### src/design/kmp_regs.vh
/*
  Register offsets, field positions, reset values and timing counts for the keyboard/mouse serial port pair.
  Assumes a 20 MHz pclk and APB byte addressing with one word per register.
*/
`ifndef KMP_REGS_VH
`define KMP_REGS_VH
// Per-port window and register offsets
`define KMP_PORT_SEL_BIT 8
`define KMP_OFF_ID 4'h0
`define KMP_OFF_DATA 4'h4
`define KMP_OFF_CTRL 4'h8
`define KMP_OFF_STAT 4'hc
`define KMP_OFF_IRQ_STAT 12'h200
`define KMP_OFF_IRQ_MASK 12'h204
// Identity codes, arbitrary values
`define KMP_ID_KBD 4'h5
`define KMP_ID_MSE 4'ha
// Control fields
`define KMP_CTRL_RESET 8'h00
`define KMP_CTRL_ON 0
`define KMP_CTRL_LOOP 1
`define KMP_CTRL_DIAG 5
`define KMP_CTRL_DAT 6
`define KMP_CTRL_CLK 7
// Status fields
`define KMP_ST_RXNE 0
`define KMP_ST_TXP 1
`define KMP_ST_TERR 2
`define KMP_ST_PERR 3
`define KMP_ST_CMP 4
`define KMP_ST_DSHD 6
`define KMP_ST_CSHD 7
// Receive buffer
`define KMP_RX_DEPTH 4
// Timing
`define KMP_PCLK_MHZ 20
`define KMP_INHIBIT_US 100
`define KMP_INHIBIT_CYC (`KMP_INHIBIT_US * `KMP_PCLK_MHZ)
`define KMP_LOOP_KHZ 2000
`define KMP_LOOP_DIV ((`KMP_PCLK_MHZ * 1000) / (2 * `KMP_LOOP_KHZ))
`define KMP_TMO_US 2000
`define KMP_TMO_CYC (`KMP_TMO_US * `KMP_PCLK_MHZ)
`endif

### src/design/kmp_top.v
/*
  Two identical keyboard/mouse serial ports behind an APB slave, with interrupt status and mask.
  Assumes open-drain clock and data lines pulled up outside; pins are asynchronous to pclk.
*/
// Chosen here: the APB register port.
`timescale 1ns/100ps
`include "kmp_regs.vh"
// What this block does
// RQ1 - Two identical ports, keyboard and mouse
// RQ2 - Characters pass unchanged both ways
// RQ3 - Four byte registers per port
// RQ4 - Hardwired identifier in low four bits
// RQ5 - Any reset write empties buffers, machines
// RQ6 - Soft reset leaves external device alone
// RQ7 - After soft reset control reads zero
// RQ8 - Read returns oldest, removes one character
// RQ9 - Status bit0 high while characters buffered
// RQ10 - Interrupt only on empty to nonempty
// RQ11 - Host reads until nonempty flag clears
// RQ12 - Four character receive buffer, arrival order
// RQ13 - ID/reset and data registers share offsets
// RQ14 - Disabled port receives nothing, no interrupts
// RQ15 - One pending transmit; writes ignored while pending
// RQ16 - Finish receiving before taking link
// RQ17 - Port interrupts ORed, mirrored status bit4
// RQ18 - Start, eight bits LSB first, odd parity, stop

module kmp_port #(
  parameter [3:0] PORT_ID = 4'h0,
  parameter [31:0] TMO_CYC = `KMP_TMO_CYC
) (
  input wire pclk,
  input wire presetn,
  input wire wr_id,
  input wire wr_data,
  input wire wr_ctrl,
  input wire rd_data,
  input wire [7:0] wdata,
  input wire cmp_irq,
  output wire [7:0] rd_id,
  output wire [7:0] rd_rx,
  output wire [7:0] rd_ctrl,
  output wire [7:0] rd_stat,
  output wire port_irq,
  output wire rx_event,
  input wire kb_clk_i,
  output wire kb_clk_o,
  output wire kb_clk_oe_n,
  input wire kb_dat_i,
  output wire kb_dat_o,
  output wire kb_dat_oe_n
);
  localparam [2:0] S_IDLE = 3'd0;
  localparam [2:0] S_RX = 3'd1;
  localparam [2:0] S_INH = 3'd2;
  localparam [2:0] S_TX = 3'd3;
  localparam [2:0] S_ACK = 3'd4;
  reg [1:0] clk_s_q;
  reg [1:0] dat_s_q;
  reg clk_prev_q;
  reg [7:0] ctrl_q;
  reg [7:0] rxbuf_q [0:`KMP_RX_DEPTH-1];
  reg [1:0] rd_ptr_q;
  reg [2:0] cnt_q;
  reg perr_q;
  reg terr_q;
  reg [2:0] st_q;
  reg [3:0] bit_q;
  reg [9:0] sh_q;
  reg [7:0] tx_q;
  reg txp_q;
  reg [31:0] tim_q;
  reg drv_clk_q;
  reg drv_dat_q;
  reg lclk_q;
  reg [7:0] ldiv_q;
  reg [7:0] rx_q;
  integer i;
  wire loop = ctrl_q[`KMP_CTRL_LOOP];
  wire on = ctrl_q[`KMP_CTRL_ON];
  wire line_clk = loop ? lclk_q : clk_s_q[1];
  wire line_dat = loop ? drv_dat_q : dat_s_q[1];
  wire fall = clk_prev_q & ~line_clk;
  wire rx_push = (st_q == S_RX) && fall && (bit_q == 4'd9) && (cnt_q != 3'd4);
  wire rx_pop = rd_data && (cnt_q != 3'd0);
  wire par_bad = ~^sh_q[9:1];
  // RQ2 byte passes unchanged
  always @* rx_q = sh_q[8:1];

  function odd_par;
    input [7:0] b;
    begin
      odd_par = ~^b;
    end
  endfunction

  always @(posedge pclk or negedge presetn) begin
    if (!presetn) begin
      clk_s_q <= 2'b11;
      dat_s_q <= 2'b11;
    end else begin
      clk_s_q <= {clk_s_q[0], kb_clk_i};
      dat_s_q <= {dat_s_q[0], kb_dat_i};
    end
  end

  // RQ5 RQ7 soft reset control
  always @(posedge pclk or negedge presetn) begin
    if (!presetn) begin
      ctrl_q <= `KMP_CTRL_RESET;
    end else if (wr_id) begin
      ctrl_q <= `KMP_CTRL_RESET;
    end else if (wr_ctrl) begin
      ctrl_q <= wdata;
    end
  end

  // Loopback internal clock, 2 MHz
  always @(posedge pclk or negedge presetn) begin
    if (!presetn) begin
      ldiv_q <= 8'h00;
      lclk_q <= 1'b1;
    end else if (!loop || st_q == S_IDLE || st_q == S_INH) begin
      ldiv_q <= 8'h00;
      lclk_q <= 1'b1;
    end else if (ldiv_q == (`KMP_LOOP_DIV - 1)) begin
      ldiv_q <= 8'h00;
      lclk_q <= ~lclk_q;
    end else begin
      ldiv_q <= ldiv_q + 8'h01;
    end
  end

  // RQ12 RQ8 four deep buffer
  always @(posedge pclk or negedge presetn) begin
    if (!presetn) begin
      for (i = 0; i < `KMP_RX_DEPTH; i = i + 1) begin
        rxbuf_q[i] <= 8'h00;
      end
      rd_ptr_q <= 2'd0;
      cnt_q <= 3'd0;
    end else if (wr_id) begin
      rd_ptr_q <= 2'd0;
      cnt_q <= 3'd0;
    end else begin
      if (rx_push) begin
        rxbuf_q[rd_ptr_q + cnt_q[1:0]] <= rx_q;
      end
      if (rx_pop) begin
        rd_ptr_q <= rd_ptr_q + 2'd1;
      end
      cnt_q <= cnt_q + {2'b00, rx_push} - {2'b00, rx_pop};
    end
  end

  // RQ18 RQ16 RQ15 link state machine
  always @(posedge pclk or negedge presetn) begin
    if (!presetn) begin
      st_q <= S_IDLE;
      bit_q <= 4'd0;
      sh_q <= 10'h000;
      tx_q <= 8'h00;
      txp_q <= 1'b0;
      tim_q <= 32'd0;
      drv_clk_q <= 1'b1;
      drv_dat_q <= 1'b1;
      clk_prev_q <= 1'b1;
      perr_q <= 1'b0;
      terr_q <= 1'b0;
    end else if (wr_id) begin
      // RQ6 only lines released
      st_q <= S_IDLE;
      bit_q <= 4'd0;
      txp_q <= 1'b0;
      tim_q <= 32'd0;
      drv_clk_q <= 1'b1;
      drv_dat_q <= 1'b1;
      clk_prev_q <= 1'b1;
      perr_q <= 1'b0;
      terr_q <= 1'b0;
    end else begin
      clk_prev_q <= line_clk;
      // RQ15 ignore writes while pending
      if (wr_data && !txp_q) begin
        tx_q <= wdata;
        txp_q <= 1'b1;
      end
      tim_q <= (st_q == S_IDLE) ? 32'd0 : tim_q + 32'd1;
      case (st_q)
        S_IDLE: begin
          bit_q <= 4'd0;
          if (txp_q) begin
            st_q <= S_INH;
            drv_clk_q <= 1'b0;
          // RQ14 no reception while disabled
          end else if (on && !perr_q && fall && !line_dat) begin
            st_q <= S_RX;
          end
        end
        S_RX: begin
          if (fall) begin
            sh_q <= {line_dat, sh_q[9:1]};
            bit_q <= bit_q + 4'd1;
            // RQ18 stop bit ends frame
            if (bit_q == 4'd9) begin
              perr_q <= par_bad ? 1'b1 : perr_q;
              st_q <= S_IDLE;
              drv_clk_q <= ~par_bad;
            end
          end else if (tim_q >= TMO_CYC) begin
            terr_q <= 1'b1;
            st_q <= S_IDLE;
          end
        end
        S_INH: begin
          if (tim_q >= `KMP_INHIBIT_CYC) begin
            drv_dat_q <= 1'b0;
            drv_clk_q <= 1'b1;
            sh_q <= {1'b1, odd_par(tx_q), tx_q};
            st_q <= S_TX;
            tim_q <= 32'd0;
          end
        end
        S_TX: begin
          if (fall) begin
            drv_dat_q <= sh_q[0];
            sh_q <= {1'b1, sh_q[9:1]};
            bit_q <= bit_q + 4'd1;
            if (bit_q == 4'd9) begin
              st_q <= S_ACK;
            end
          end else if (tim_q >= TMO_CYC) begin
            terr_q <= 1'b1;
            drv_dat_q <= 1'b1;
            txp_q <= 1'b0;
            st_q <= S_IDLE;
          end
        end
        S_ACK: begin
          drv_dat_q <= 1'b1;
          if (fall || loop || tim_q >= TMO_CYC) begin
            txp_q <= 1'b0;
            st_q <= S_IDLE;
          end
        end
        default: st_q <= S_IDLE;
      endcase
    end
  end

  wire diag = ctrl_q[`KMP_CTRL_DIAG];
  wire pin_clk = diag ? ctrl_q[`KMP_CTRL_CLK] : (loop | drv_clk_q);
  wire pin_dat = diag ? ctrl_q[`KMP_CTRL_DAT] : (loop | drv_dat_q);
  assign kb_clk_o = 1'b0;
  assign kb_dat_o = 1'b0;
  assign kb_clk_oe_n = pin_clk;
  assign kb_dat_oe_n = pin_dat;

  // RQ4 hardwired identifier
  assign rd_id = {4'h0, PORT_ID};
  assign rd_rx = rxbuf_q[rd_ptr_q];
  assign rd_ctrl = ctrl_q;
  // RQ9 RQ17 status view
  assign rd_stat = {clk_s_q[1], dat_s_q[1], 1'b0, cmp_irq, perr_q, terr_q, txp_q, cnt_q != 3'd0};
  // RQ10 RQ14 level until empty
  assign port_irq = on && (cnt_q != 3'd0);
  assign rx_event = on && rx_push && (cnt_q == 3'd0);
endmodule // kmp_port

module kmp_top #(
  parameter [31:0] TMO_CYC = `KMP_TMO_CYC
) (
  input wire pclk,
  input wire presetn,
  input wire psel,
  input wire penable,
  input wire pwrite,
  input wire [11:0] paddr,
  input wire [31:0] pwdata,
  output reg [31:0] prdata,
  output wire pready,
  output wire pslverr,
  output wire irq,
  input wire kbd_clk_i,
  output wire kbd_clk_o,
  output wire kbd_clk_oe_n,
  input wire kbd_dat_i,
  output wire kbd_dat_o,
  output wire kbd_dat_oe_n,
  input wire mse_clk_i,
  output wire mse_clk_o,
  output wire mse_clk_oe_n,
  input wire mse_dat_i,
  output wire mse_dat_o,
  output wire mse_dat_oe_n
);
  wire acc = psel & penable;
  wire wr = acc & pwrite;
  wire rd = acc & ~pwrite;
  wire glob = paddr[9];
  wire [1:0] psel_v;
  wire [1:0] pirq;
  wire [1:0] pev;
  wire [7:0] rid [0:1];
  wire [7:0] rrx [0:1];
  wire [7:0] rct [0:1];
  wire [7:0] rst [0:1];
  wire [1:0] cin = {mse_clk_i, kbd_clk_i};
  wire [1:0] din = {mse_dat_i, kbd_dat_i};
  wire [1:0] co;
  wire [1:0] coe;
  wire [1:0] dout;
  wire [1:0] doe;
  reg [1:0] ist_q;
  reg [1:0] imask_q;
  reg cmp_prev_q;
  // RQ17 composite of both ports
  wire cmp = |pirq;
  assign pready = 1'b1;
  assign pslverr = 1'b0;

  genvar g;
  // RQ1 two identical ports
  generate
    for (g = 0; g < 2; g = g + 1) begin : g_port
      wire hit = ~glob & (paddr[`KMP_PORT_SEL_BIT] == g);
      // RQ13 RQ3 offset decode
      kmp_port #(.PORT_ID(g == 0 ? `KMP_ID_KBD : `KMP_ID_MSE), .TMO_CYC(TMO_CYC)) u_port (
        .pclk(pclk),
        .presetn(presetn),
        .wr_id(wr & hit & (paddr[3:0] == `KMP_OFF_ID)),
        .wr_data(wr & hit & (paddr[3:0] == `KMP_OFF_DATA)),
        .wr_ctrl(wr & hit & (paddr[3:0] == `KMP_OFF_CTRL)),
        .rd_data(rd & hit & (paddr[3:0] == `KMP_OFF_DATA)),
        .wdata(pwdata[7:0]),
        .cmp_irq(cmp),
        .rd_id(rid[g]),
        .rd_rx(rrx[g]),
        .rd_ctrl(rct[g]),
        .rd_stat(rst[g]),
        .port_irq(pirq[g]),
        .rx_event(pev[g]),
        .kb_clk_i(cin[g]),
        .kb_clk_o(co[g]),
        .kb_clk_oe_n(coe[g]),
        .kb_dat_i(din[g]),
        .kb_dat_o(dout[g]),
        .kb_dat_oe_n(doe[g])
      );
    end
  endgenerate
  assign kbd_clk_o = co[0];
  assign kbd_clk_oe_n = coe[0];
  assign kbd_dat_o = dout[0];
  assign kbd_dat_oe_n = doe[0];
  assign mse_clk_o = co[1];
  assign mse_clk_oe_n = coe[1];
  assign mse_dat_o = dout[1];
  assign mse_dat_oe_n = doe[1];

  // RQ17 sticky bit on rising edge
  always @(posedge pclk or negedge presetn) begin
    if (!presetn) begin
      ist_q <= 2'b00;
      imask_q <= 2'b00;
      cmp_prev_q <= 1'b0;
    end else begin
      cmp_prev_q <= cmp;
      if (wr && paddr[11:0] == `KMP_OFF_IRQ_MASK) begin
        imask_q <= pwdata[1:0];
      end
      ist_q <= (ist_q & ~((wr && paddr[11:0] == `KMP_OFF_IRQ_STAT) ? pwdata[1:0] : 2'b00))
        | {pev[1], cmp & ~cmp_prev_q};
    end
  end
  assign irq = |(ist_q & imask_q);

  wire pi = paddr[`KMP_PORT_SEL_BIT];
  always @* begin
    prdata = 32'h0000_0000;
    if (glob) begin
      if (paddr[11:0] == `KMP_OFF_IRQ_STAT) prdata = {30'h0, ist_q};
      else if (paddr[11:0] == `KMP_OFF_IRQ_MASK) prdata = {30'h0, imask_q};
    end else begin
      case (paddr[3:0])
        `KMP_OFF_ID: prdata = {24'h0, rid[pi]};
        `KMP_OFF_DATA: prdata = {24'h0, rrx[pi]};
        `KMP_OFF_CTRL: prdata = {24'h0, rct[pi]};
        `KMP_OFF_STAT: prdata = {24'h0, rst[pi]};
        default: prdata = 32'h0000_0000;
      endcase
    end
  end
endmodule // kmp_top

### config.mk
export PLATFORM = sky130hd
export DESIGN_NAME = kmp_top
export DESIGN_NICKNAME = d
export VERILOG_FILES = /design/src/design/kmp_top.v
export VERILOG_INCLUDE_DIRS = /design/src /design/src/design
export SDC_FILE = /design/constraint.sdc
export NUM_CORES = 1
export LEC_CHECK = 0
export BUFFER_PORTS_ARGS = -buffer_cell sky130_fd_sc_hd__buf_4
export CAP_MARGIN = 15
export CORE_MARGIN = 8
export CORE_UTILIZATION = 51
export DETAILED_ROUTE_END_ITERATION = 8
export PLACE_DENSITY_LB_ADDON = 0.1
export SYNTH_ARGS = -nofsm -noshare
export SYNTH_HDL_FRONTEND = slang
export SYNTH_SLANG_ARGS = --single-unit
### constraint.sdc
create_clock -name pclk -period 2.75 [get_ports pclk]
set_clock_uncertainty 0.05 [all_clocks]
set_input_delay 0.275 -clock pclk [delete_from_list [all_inputs] [get_ports pclk]]
set_output_delay 0.275 -clock pclk [all_outputs]
set_load 0.01 [all_outputs]
==> results of run 1 <==
==> worst max-delay path by stage <==
stage               slack, ps                                   to
finish                    110                            prdata[3]
global route               -7                            prdata[0]
CTS                        10                            prdata[0]
detailed placement         70  g_port[0].u_port.cnt_q[1]$_DFF_PN0_
global placement           70  g_port[0].u_port.cnt_q[1]$_DFF_PN0_
floorplan                 120  g_port[1].u_port.cnt_q[1]$_DFF_PN0_
==> sequential cells by signal, indices dropped and copies added (netlist names), 6 cells and up <==
name                   flops
g_port.u_port.bit_q        8
g_port.u_port.cnt_q        6
g_port.u_port.tim_q       64
g_port.u_port.rxbuf_q     64
g_port.u_port.tx_q        16
g_port.u_port.ldiv_q      16
g_port.u_port.rd_ctrl     16
g_port.u_port.st_q         6
g_port.u_port.sh_q        20
==> routing by layer <==
metal | vias up | track usage [%] | part of all wire (%)
met2 | 193 | 30.16 | 45
met5 | - | 0 | 0
li1 | 4541 | - | -
met4 | 0 | 4.553 | 1.5
met3 | 37 | 2.560 | 4.8
met1 | 4653 | 28.40 | 48
==> worst register-to-register path: stages (launching register included) <==
cell and delay (ps):
dfrtp_1 420, inv_1 80, ha_1 160, nor4bb_1 260, nand4_1 260, a31oi_1 380, and3b_1 490, mux2_2 400
==> cells in the final DEF, fill, tap and decap left out, types with 6 or more instances in the layout <==
master and count:
nand4_1 33, a31oi_1 9, inv_1 42, conb_1 30, or4_1 8, nor2_1 130
ha_1 18, o22ai_1 6, nor4_1 14, a21oi_1 44, and4_1 7, o21ai_0 41
clkbuf_16 29, or3_1 13, mux2_2 87, clkinv_2 6, nor3_1 29, dlygate4sd3_1 12
and3_1 20, mux2i_1 25, xor2_1 50, mux2_4 16, and2_1 11, nand2_1 85
dfrtp_1 229, nand3_1 54, mux4_2 16, o31ai_1 8, dfstp_2 16, nor2b_1 13
buf_4 93, xnor2_1 53
==> kinds of logic (layout without fill, tap and decap cells) <==
group                    count (synthesis)  after routing
AND/OR/NAND/NOR                        457            457
flip-flops                             247            247
AO/OA/AOI/OAI                          149            149
multiplexers                           144            144
buffers and inverters                  123            205
XOR/XNOR                               105            105
adder cells (fa/ha/maj)                 20             20
other                                    2             30
==> power by group <==
| group | internal, mW | switching [mW] |
|---|---|---|
| Combinational | 1.35 | 1.51 |
| Clock | 2.52 | 1.51 |
| Sequential | 4.04 | 0.495 |
==> final cells by class <==
type	count	area (um2)
well taps	335	419.2
fillers	2167	10490
clock buffers	37	805.8
multi-input cells	905	6540
clock inverters	14	202.7
flip-flops and latches	247	6203
inverters	42	157.7
repair buffers	112	944.7
==> timing repair <==
action                                  CTS  global route
endpoints found under the setup margin    7            23
hold endpoints to repair                 86             0
buffers inserted                          1             2
gates resized for setup                   2             8
hold buffers                             12             0
gates cloned                              0             0
==> impl_results.md, run 1 <==
* Worst setup SP type: flip-flop
* Req. time, crit path at 2420 ps
* R2R depth at 7
* Hold crit path type: input port to flip-flop
* Vias at 9424
* Final Core Density at 59.28%
* CTS root buf: clkbuf_16
* Ratio of cells with drive above 1 in the final layout at 22.77%
* Async set-reset flop share out of synthesis at 100.0%
* Clock buffer depth at 3
* Slack of the critical path at 105.6 ps
* Hold Fails Final Rpt at 0
* Most numerous cell in the Yosys netlist: dfrtp_1
* Tcrit/Tclk final at 96.16%
* Initial Util at 51.26%
* FF-to-FF Start: g_port[0].u_port.bit_q[1]$_DFFE_PN0P_
* Die ar. at 0.03130 mm2
* CTS Buf Count at 28
* # port buffers at 41
* Die width at 176.9 um
* CP max stage delay at 550 ps
* DIE HEIGHT at 176.9 um
* Skew-Pair Late Insertion Delay at 530 ps
* Clk sinks at 247
* Slew Viols, Final at 0
* Layout area overhead at 15.65%
* Largest family of logic cells by synthesized area: simple AND/OR/NAND/NOR gates
* Syn_area_per_cell at 10.59 um2
* Post-synthesis compound-gate area fraction at 7.068%
* Final Net Count at 1409
* Unique cell type count in the Yosys netlist at 73
* First-pass GRT wire length at 49870 um
* DP Area at 0.01409 mm2
* Ant diodes at 0
* WP depth at 7
* Initial antenna violation count at 0
* Fin area at 0.01527 mm2
* Area share of the largest cell type after synthesis at 43.77%
* Total chip power at 11.42 mW
* YS warnings at 0
* H-tree depth at 1
* WHS at 23.15 ps
* Adder-Cell Fraction of Synth Area at 2.009%
* R2R setup slack at 150 ps
* Top post-synthesis cells by count: dfrtp_1, nor2_1, mux2_2, nand2_1, nand3_1
* CTS tree: done
* Hold Crit Endpoint: g_port[1].u_port.rd_ctrl[1]$_DFFE_PN0P_
* Setup TNS at 0 ps
* Synth area leader: dfrtp_1
* Wirelength per Cell at 17.74 um
* Main synth FF type: dfrtp_1
* Synth Area in XOR/XNOR at 7.172%
* Vias per cell at 5.570
* Detail Route Antenna Nets at 0
* Critical path class: flip-flop to output port
* Gpl congestion at 0.8678
* Post-route DRC at 0
* Rel. slew slack at 53.99%
* Fmax at 378.2 MHz
* # placed instances at 1626
* CP top delay family: multiplexers
* Cell Chain, Critical Path: buf_4 -> mux4_2 -> mux2i_1 -> o22ai_1 -> nor2_1 -> nor2_1 -> buf_4
* PD cells at 747.9 mW/mm2
* Maxcap violations at 0
* Synth Cell Area at 0.01321 mm2
* Number of global-route vias before repair at 9462
* Tot GR Track Use at 19.40%
* Row count at 59
* Area contributors post-synth: dfrtp_1, mux2_2, nor2_1, xnor2_1, xor2_1
* Hold Path Cell Cnt at 3
* Status: finished clean
* Worst Max-Slew Pin Slew at 683.8 ps
* Critical Path End Type: output port
* Critical Path AT at 2320 ps
* Post-Synth Simple-Gate Area at 18.23%
* Setup violations, final at 0
* Number of synthesized flops with an enable pin at 0
* CTS clk-pin slew, worst paths at 60 ps
* Sequential area share after synthesis at 46.95%
* Slowest cell on crit path: mux4_2
* Cell count after synthesis at 1247
* Dpl ws at 65.10 ps
* Total gr overflow at 0
* Pin count of the biggest net entering global routing at 62
* Seq cells post-synth at 247
* Post-Route WL at 30010 um
* Multiplexer share of the synthesized area at 13.86%
* Non-filler instance count after layout at 1692
* Core ar. at 0.02576 mm2
* Worst flop-to-flop path endpoint: g_port[0].u_port.rxbuf_q[11]$_DFFE_PN0P_
* Tmin final at 2644 ps
* 1st-iter DRT viols at 628
* RSZ-0062 raised after global routing: yes
* Crit-path max FO at 6
* Hold path start: pwdata[1]
* Critical path buffers and inverters at 2
* I/O pin total at 96
* LEAKAGE at 6.824 nW
* Worst vdd ir at 0.4971 mV
* Final HPWL DP at 21120 um
* Pre-antenna DRT Iters at 5
* Crit path from: g_port[1].u_port.rd_ptr_q[0]$_DFFE_PN0P_
Note: power is estimated with default switching activity, not from simulation.
==> run 2: changes to the inputs <==
Settings changed: ABC_AREA from default to 1.
==> impl_results.md, run 2 <==
* Largest family of logic cells by synthesized area: simple AND/OR/NAND/NOR gates
* Area contributors post-synth: dfrtp_1, nand2_1, nor2_1, inv_1, o21ai_0
* Worst setup SP type: input port
* Worst vdd ir at 0.7359 mV (+48%)
* Tmin final at 2624 ps (-20.70 ps)
* CTS root buf: clkbuf_16
* Detail Route Antenna Nets at 0 (unchanged)
* Tot GR Track Use at 21.57% (+2.2 points)
* Final HPWL DP at 26510 um (+26%)
* Final Net Count at 1972 (+40%)
* LEAKAGE at 7.379 nW (+8.1%)
* RSZ-0062 raised after global routing: no
* Syn_area_per_cell at 7.616 um2 (-28%)
* Ratio of cells with drive above 1 in the final layout at 10.56% (-12 points)
* Area share of the largest cell type after synthesis at 41.34% (-2.4 points)
* Core ar. at 0.02695 mm2 (+4.6%)
* Final Core Density at 58.87% (-0.42 points)
* Die width at 181.6 um (+2.6%)
* Adder-Cell Fraction of Synth Area at 1.897% (-0.11 points)
* Async set-reset flop share out of synthesis at 100.0% (unchanged)
* Cell count after synthesis at 1836 (+47%)
* DP Area at 0.01457 mm2 (+3.4%)
* Gpl congestion at 0.9347 (+7.7%)
* Critical Path End Type: output port
* Seq cells post-synth at 247 (unchanged)
* Critical path class: input port to output port
* Rel. slew slack at 54.48% (+0.49 points)
* Ant diodes at 0 (unchanged)
* Main synth FF type: dfrtp_1
* Tcrit/Tclk final at 95.41% (-0.75 points)
* Vias per cell at 5.265 (-5.5%)
* Synth Area in XOR/XNOR at 5.091% (-2.1 points)
* # port buffers at 41 (unchanged)
* Worst Max-Slew Pin Slew at 680.5 ps (-3.254 ps)
* Synth Cell Area at 0.01398 mm2 (+5.9%)
* Total gr overflow at 0 (unchanged)
* CTS Buf Count at 30 (+7.1%)
* Row count at 60 (+1.7%)
* Leading registers by flop count: g_port.u_port.rxbuf_q (64), g_port.u_port.tim_q (64), g_port.u_port.sh_q (20)
* Post-synthesis compound-gate area fraction at 11.39% (+4.3 points)
* Req. time, crit path at 2420 ps (about the same)
* Initial antenna violation count at 0 (unchanged)
* Die ar. at 0.03297 mm2 (+5.3%)
* Multiplexer share of the synthesized area at 0% (-14 points)
* Slew Viols, Final at 0 (unchanged)
* Pre-antenna DRT Iters at 6 (+1)
* Setup TNS at 0 ps (unchanged)
* Hold Fails Final Rpt at 0 (unchanged)
* Layout area overhead at 13.46%
* Setup violations, final at 0 (unchanged)
* Post-Route WL at 35790 um (+19%)
* Fmax at 381.1 MHz (+0.79%)
* Most frequent cells in the layout: nand2_1, nor2_1, dfrtp_1, inv_1, o21ai_0
* Most numerous cell in the Yosys netlist: nand2_1
* Initial Util at 51.88% (+0.62 points)
* Number of global-route vias before repair at 11610 (+23%)
* Post-Synth Simple-Gate Area at 27.91% (+9.7 points)
* Wirelength per Cell at 15.81 um (-11%)
* Maxcap violations at 0 (unchanged)
* Post-route DRC at 0 (unchanged)
* DIE HEIGHT at 181.6 um (+2.6%)
* CTS clk-pin slew, worst paths at 60 ps (about the same)
* Fin area at 0.01587 mm2 (+3.9%)
* Sequential area share after synthesis at 44.35% (-2.6 points)
* CTS tree: done
* YS warnings at 0 (unchanged)
* Clk sinks at 247 (unchanged)
* H-tree depth at 1 (unchanged)
* Status: finished clean
* I/O pin total at 96 (unchanged)
* Hold crit path type: input port to flip-flop
* Skew-Pair Late Insertion Delay at 560 ps (+30 ps)
* First-pass GRT wire length at 58880 um (+18%)
* Critical Path AT at 2300 ps (-20 ps)
* Pin count of the biggest net entering global routing at 82 (+32%)
* PD cells at 773.1 mW/mm2 (+3.4%)
* Top post-synthesis cells by count: nand2_1, nor2_1, dfrtp_1, inv_1, o21ai_0
* Synth area leader: dfrtp_1
* Clock buffer depth at 3 (unchanged)
* Vias at 11920 (+26%)
* Unique cell type count in the Yosys netlist at 54 (-26%)
* Number of synthesized flops with an enable pin at 0 (unchanged)
* Crit-path max FO at 11 (+5)
* Commonest non-fill, non-tap cell in the layout: nand2_1
* 1st-iter DRT viols at 841 (+34%)
[run 2: metrics by stage]
step / setup slack (ps) / power, mW / hold WS [ps] / instances
floorplan: 623.0 / 6.897 / -70.59 / 1864
global route: 33.70 / 13.03 / 21.01 / 2264
finish: 126.3 / 12.27 / 20.83 / 2264
CTS: 44.35 / 12.34 / 0.6659 / 2263
global placement: 301.9 / 7.728 / 260.0 / 2194
detailed placement: 286.2 / 7.813 / 267.5 / 2194
[run 2: what timing repair did]
item	4_1_cts	5_1_grt
hold buffers	13	0
setup endpoints to repair	2	4
buffers inserted	0	1
hold endpoints to repair	88	0
cloned	0	0
resized for setup	1	3
[run 2: worst max-delay path, stage by stage]
cell and delay [ps]:
dlygate4sd3_1 530, buf_4 150, inv_2 60, nand3_1 200, inv_1 140, buf_4 220
nand3_1 180, a41oi_2 320, buf_4 190
[run 2: cell type report]
class,instances,area [um2]
well taps,341,426.7
repair buffers,80,665.6
multi-input cells,1319,6596
clock buffers,32,779.5
fillers,2515,11090
flip-flops and latches,247,6201
clock inverters,24,361.6
inverters,221,834.6
[run 2: power breakdown]
part / internal [mW] / switching, mW
Clock: 2.82 / 1.67
Sequential: 4.06 / 0.386
Combinational: 1.06 / 2.27
Total: 7.94 / 4.33
[run 2: path summary, 6_finish.rpt]
kind                            slack [ps]                             startpoint                               endpoint  cells after the start
worst max-delay path                   130                               paddr[3]                              prdata[2]                      9
worst min-delay path                    20                              pwdata[7]   g_port[0].u_port.tx_q[7]$_DFFE_PN0P_                      3
worst max register to register         370    g_port[0].u_port.cnt_q[1]$_DFF_PN0_    g_port[0].u_port.cnt_q[1]$_DFF_PN0_                     10
worst min register to register         310  g_port[1].u_port.dat_s_q[0]$_DFF_PN1_  g_port[1].u_port.dat_s_q[1]$_DFF_PN1_                      0
max in group asynchronous             1560                                presetn  g_port[1].u_port.clk_s_q[0]$_DFF_PN1_                      3
min in group asynchronous              260                                presetn   g_port[0].u_port.tim_q[25]$_DFF_PN0_                      2
[run 2: per-layer routing]
| metal | vias up | global-route usage, % | routed length (um) |
|---|---|---|---|
| met1 | 5566 | 29.79 | 16520 |
| met3 | 61 | 3.014 | 1984 |
| li1 | 5980 | - | - |
| met5 | - | 0 | 0 |
| met2 | 312 | 34.56 | 16260 |
| met4 | 0 | 6.920 | 1023 |
[run 2: logic make-up after synthesis]
kind of cell	after synthesis
AND/OR/NAND/NOR	896
buffers and inverters	298
AO/OA/AOI/OAI	296
flip-flops	247
XOR/XNOR	77
adder cells (fa/ha/maj)	20
other	2
==> run 3: changes to the inputs <==
Settings changed: CTS_BUF_LIST from default to sky130_fd_sc_hd__clkbuf_16.
==> impl_results.md, run 3 (synthesized netlist as in run 2, its figures left out) <==
* Status: finished clean
* Number of global-route vias before repair at 11610 (unchanged)
* Commonest non-fill, non-tap cell in the layout: nand2_1
* Cell Chain, Critical Path: dlygate4sd3_1 -> buf_4 -> inv_2 -> nand3_1 -> inv_1 -> buf_4 -> nand3_1 -> a41oi_2 -> buf_4
* Hold path start: pwdata[7]
* Detail Route Antenna Nets at 0 (unchanged)
* Rel. slew slack at 54.54% (+0.055 points)
* Clk sinks at 247 (unchanged)
* Most frequent cells in the layout: nand2_1, nor2_1, dfrtp_1, inv_1, o21ai_0
* Initial Util at 51.88% (unchanged)
* Most Crowded Layer GR: met2
* Skew-Pair Late Insertion Delay at 560 ps (about the same)
* CTS root buf: clkbuf_16
* Switching power at 4.322 mW (about the same)
* Tcrit/Tclk final at 95.28% (-0.13 points)
* Crit-path max FO at 11 (unchanged)
* Critical Path AT at 2300 ps (about the same)
* Vias per cell at 5.258 (-0.13%)
* Req. time, crit path at 2420 ps (about the same)
* Worst path most repeated cell: buf_4
* Maxcap violations at 0 (unchanged)
* Int Power at 7.936 mW (about the same)
* Leading registers by flop count: g_port.u_port.rxbuf_q (64), g_port.u_port.tim_q (64), g_port.u_port.sh_q (20)
* GR Util met3 at 3.014% (unchanged)
* Total gr overflow at 0 (unchanged)
* Wirelength per Cell at 15.80 um (about the same)
* LEAKAGE at 7.383 nW (about the same)
* CTS tree: done
* Hold crit path type: input port to flip-flop
* Layout area overhead at 13.46% (unchanged)
* # port buffers at 41 (unchanged)
* Setup TNS at 0 ps (unchanged)
* Die ar. at 0.03297 mm2 (unchanged)
* FF-to-FF Start: g_port[0].u_port.cnt_q[1]$_DFF_PN0_
* WHS at 20.96 ps (+0.1369 ps)
* CTS clk-pin slew, worst paths at 60 ps (about the same)
* Tot GR Track Use at 21.57% (unchanged)
* Vias at 11900 (-0.13%)
* Critical path class: input port to output port
* Post-route DRC at 0 (unchanged)
* Combinational Power Share at 27.1% (about the same)
* Clock buffer depth at 3 (unchanged)
* Post-Route WL at 35770 um (about the same)
* Total chip power at 12.26 mW (about the same)
* Critical Path End Type: output port
* Final Core Density at 58.87% (unchanged)
* Sequential share of power at 36.3% (about the same)
* PD cells at 772.7 mW/mm2 (about the same)
* Worst Max-Slew Pin Slew at 679.7 ps (-0.8225 ps)
* Switching Share at 35.26% (about the same)
* H-tree depth at 1 (unchanged)
* Fmax at 381.6 MHz (+0.13%)
* Final Net Count at 1972 (unchanged)
* Hold Fails Final Rpt at 0 (unchanged)
* Tmin final at 2620 ps (-3.448 ps)
* Worst vdd ir at 0.7359 mV (about the same)
* GR Layer Usage met2 at 34.56% (unchanged)
* # placed instances at 2194 (unchanged)
* Slowest cell on crit path: dlygate4sd3_1
* Clock share of power at 36.6% (about the same)
* Pre-antenna DRT Iters at 5 (-1)
* 1st-iter DRT viols at 844 (+0.36%)
* Non-filler instance count after layout at 2264 (unchanged)
* CP max stage delay at 530 ps (about the same)
* DIE HEIGHT at 181.6 um (unchanged)
* Setup violations, final at 0 (unchanged)
* RSZ-0062 raised after global routing: no
* CTS Buf Count at 30 (unchanged)
* Initial antenna violation count at 0 (unchanged)
* Gpl congestion at 0.9347 (unchanged)
* Met1 usage at 29.79% (unchanged)
* I/O pin total at 96 (unchanged)
* Ratio of cells with drive above 1 in the final layout at 10.56% (unchanged)
* Fillers at 2515 (unchanged)
* Crit path from: paddr[3]
* Core ar. at 0.02695 mm2 (unchanged)
* Final HPWL DP at 26510 um (unchanged)
* Row count at 60 (unchanged)
* Worst setup SP type: input port
* First-pass GRT wire length at 58880 um (unchanged)
* Slew Viols, Final at 0 (unchanged)
* Ant diodes at 0 (unchanged)
* Pin count of the biggest net entering global routing at 82 (unchanged)
* Die width at 181.6 um (unchanged)
## run 3: changes by cell type in the layout (fill, tap and decap cells not counted)
cell / previous run / this run
clkbuf_1: 1 / 0
inv_1: 197 / 198
## run 3: per-layer routing
| metal | wire, um | share of wire (%) | vias to the layer above |
|---|---|---|---|
| met5 | 0 | 0 | - |
| met4 | 1023 | 2.9 | 0 |
| met3 | 1960 | 5.5 | 61 |
| met2 | 16250 | 45 | 302 |
| met1 | 16540 | 46 | 5561 |
| li1 | - | - | 5979 |
## run 3: what timing repair did
action | in CTS | in global routing
endpoints found under the hold margin | 88 | 0
resized for setup | 1 | 3
endpoints found under the setup margin | 2 | 4
setup buffers | 0 | 1
hold buffers | 13 | 0
## run 3: final cells by class
class	instances	area, um2	share of cell area (%)
timing repair buffer	80	665.6	4.196
multi-input combinational	1319	6596	41.58
clock inverter	25	365.4	2.303
tap	341	426.7	2.689
inverter	221	834.6	5.260
sequential	247	6201	39.09
clock buffer	31	775.7	4.890
## run 3: power groups by stage
stage                     sequential, mW  clock, mW  combinational (mW)
after floorplan                     4.37          0                2.52
after global placement              4.49          0                3.24
after detailed placement            4.50          0                3.31
after CTS                           4.44       4.56                3.34
after global routing                4.49       4.71                3.82
final                               4.45       4.49                3.33
## run 3: path summary, 6_finish.rpt
kind | endpoint | slack (ps) | cells past startpoint
max | prdata[2] | 130 | 9
min | g_port[0].u_port.tx_q[7]$_DFFE_PN0P_ | 20 | 3
max reg2reg | g_port[0].u_port.cnt_q[1]$_DFF_PN0_ | 370 | 10
min reg2reg | g_port[1].u_port.dat_s_q[1]$_DFF_PN1_ | 310 | 0
max in group asynchronous | g_port[1].u_port.clk_s_q[0]$_DFF_PN1_ | 1560 | 3
min in group asynchronous | g_port[0].u_port.tim_q[25]$_DFF_PN0_ | 260 | 2
## run 3: worst max-delay path, delay by kind of cell
family	cells	cell delay, ps
compound gates	1	320
buf+inv	6	1290
simple gates	2	380
## run 3: stage by stage
| step | worst slack [ps] | instance area [um2] |
|---|---|---|
| after floorplan | 623.0 | 14090 |
| after global placement | 301.9 | 14570 |
| after detailed placement | 286.2 | 14570 |
| after CTS | 44.35 | 15840 |
| after global routing | 33.70 | 15870 |
| final | 129.8 | 15870 |
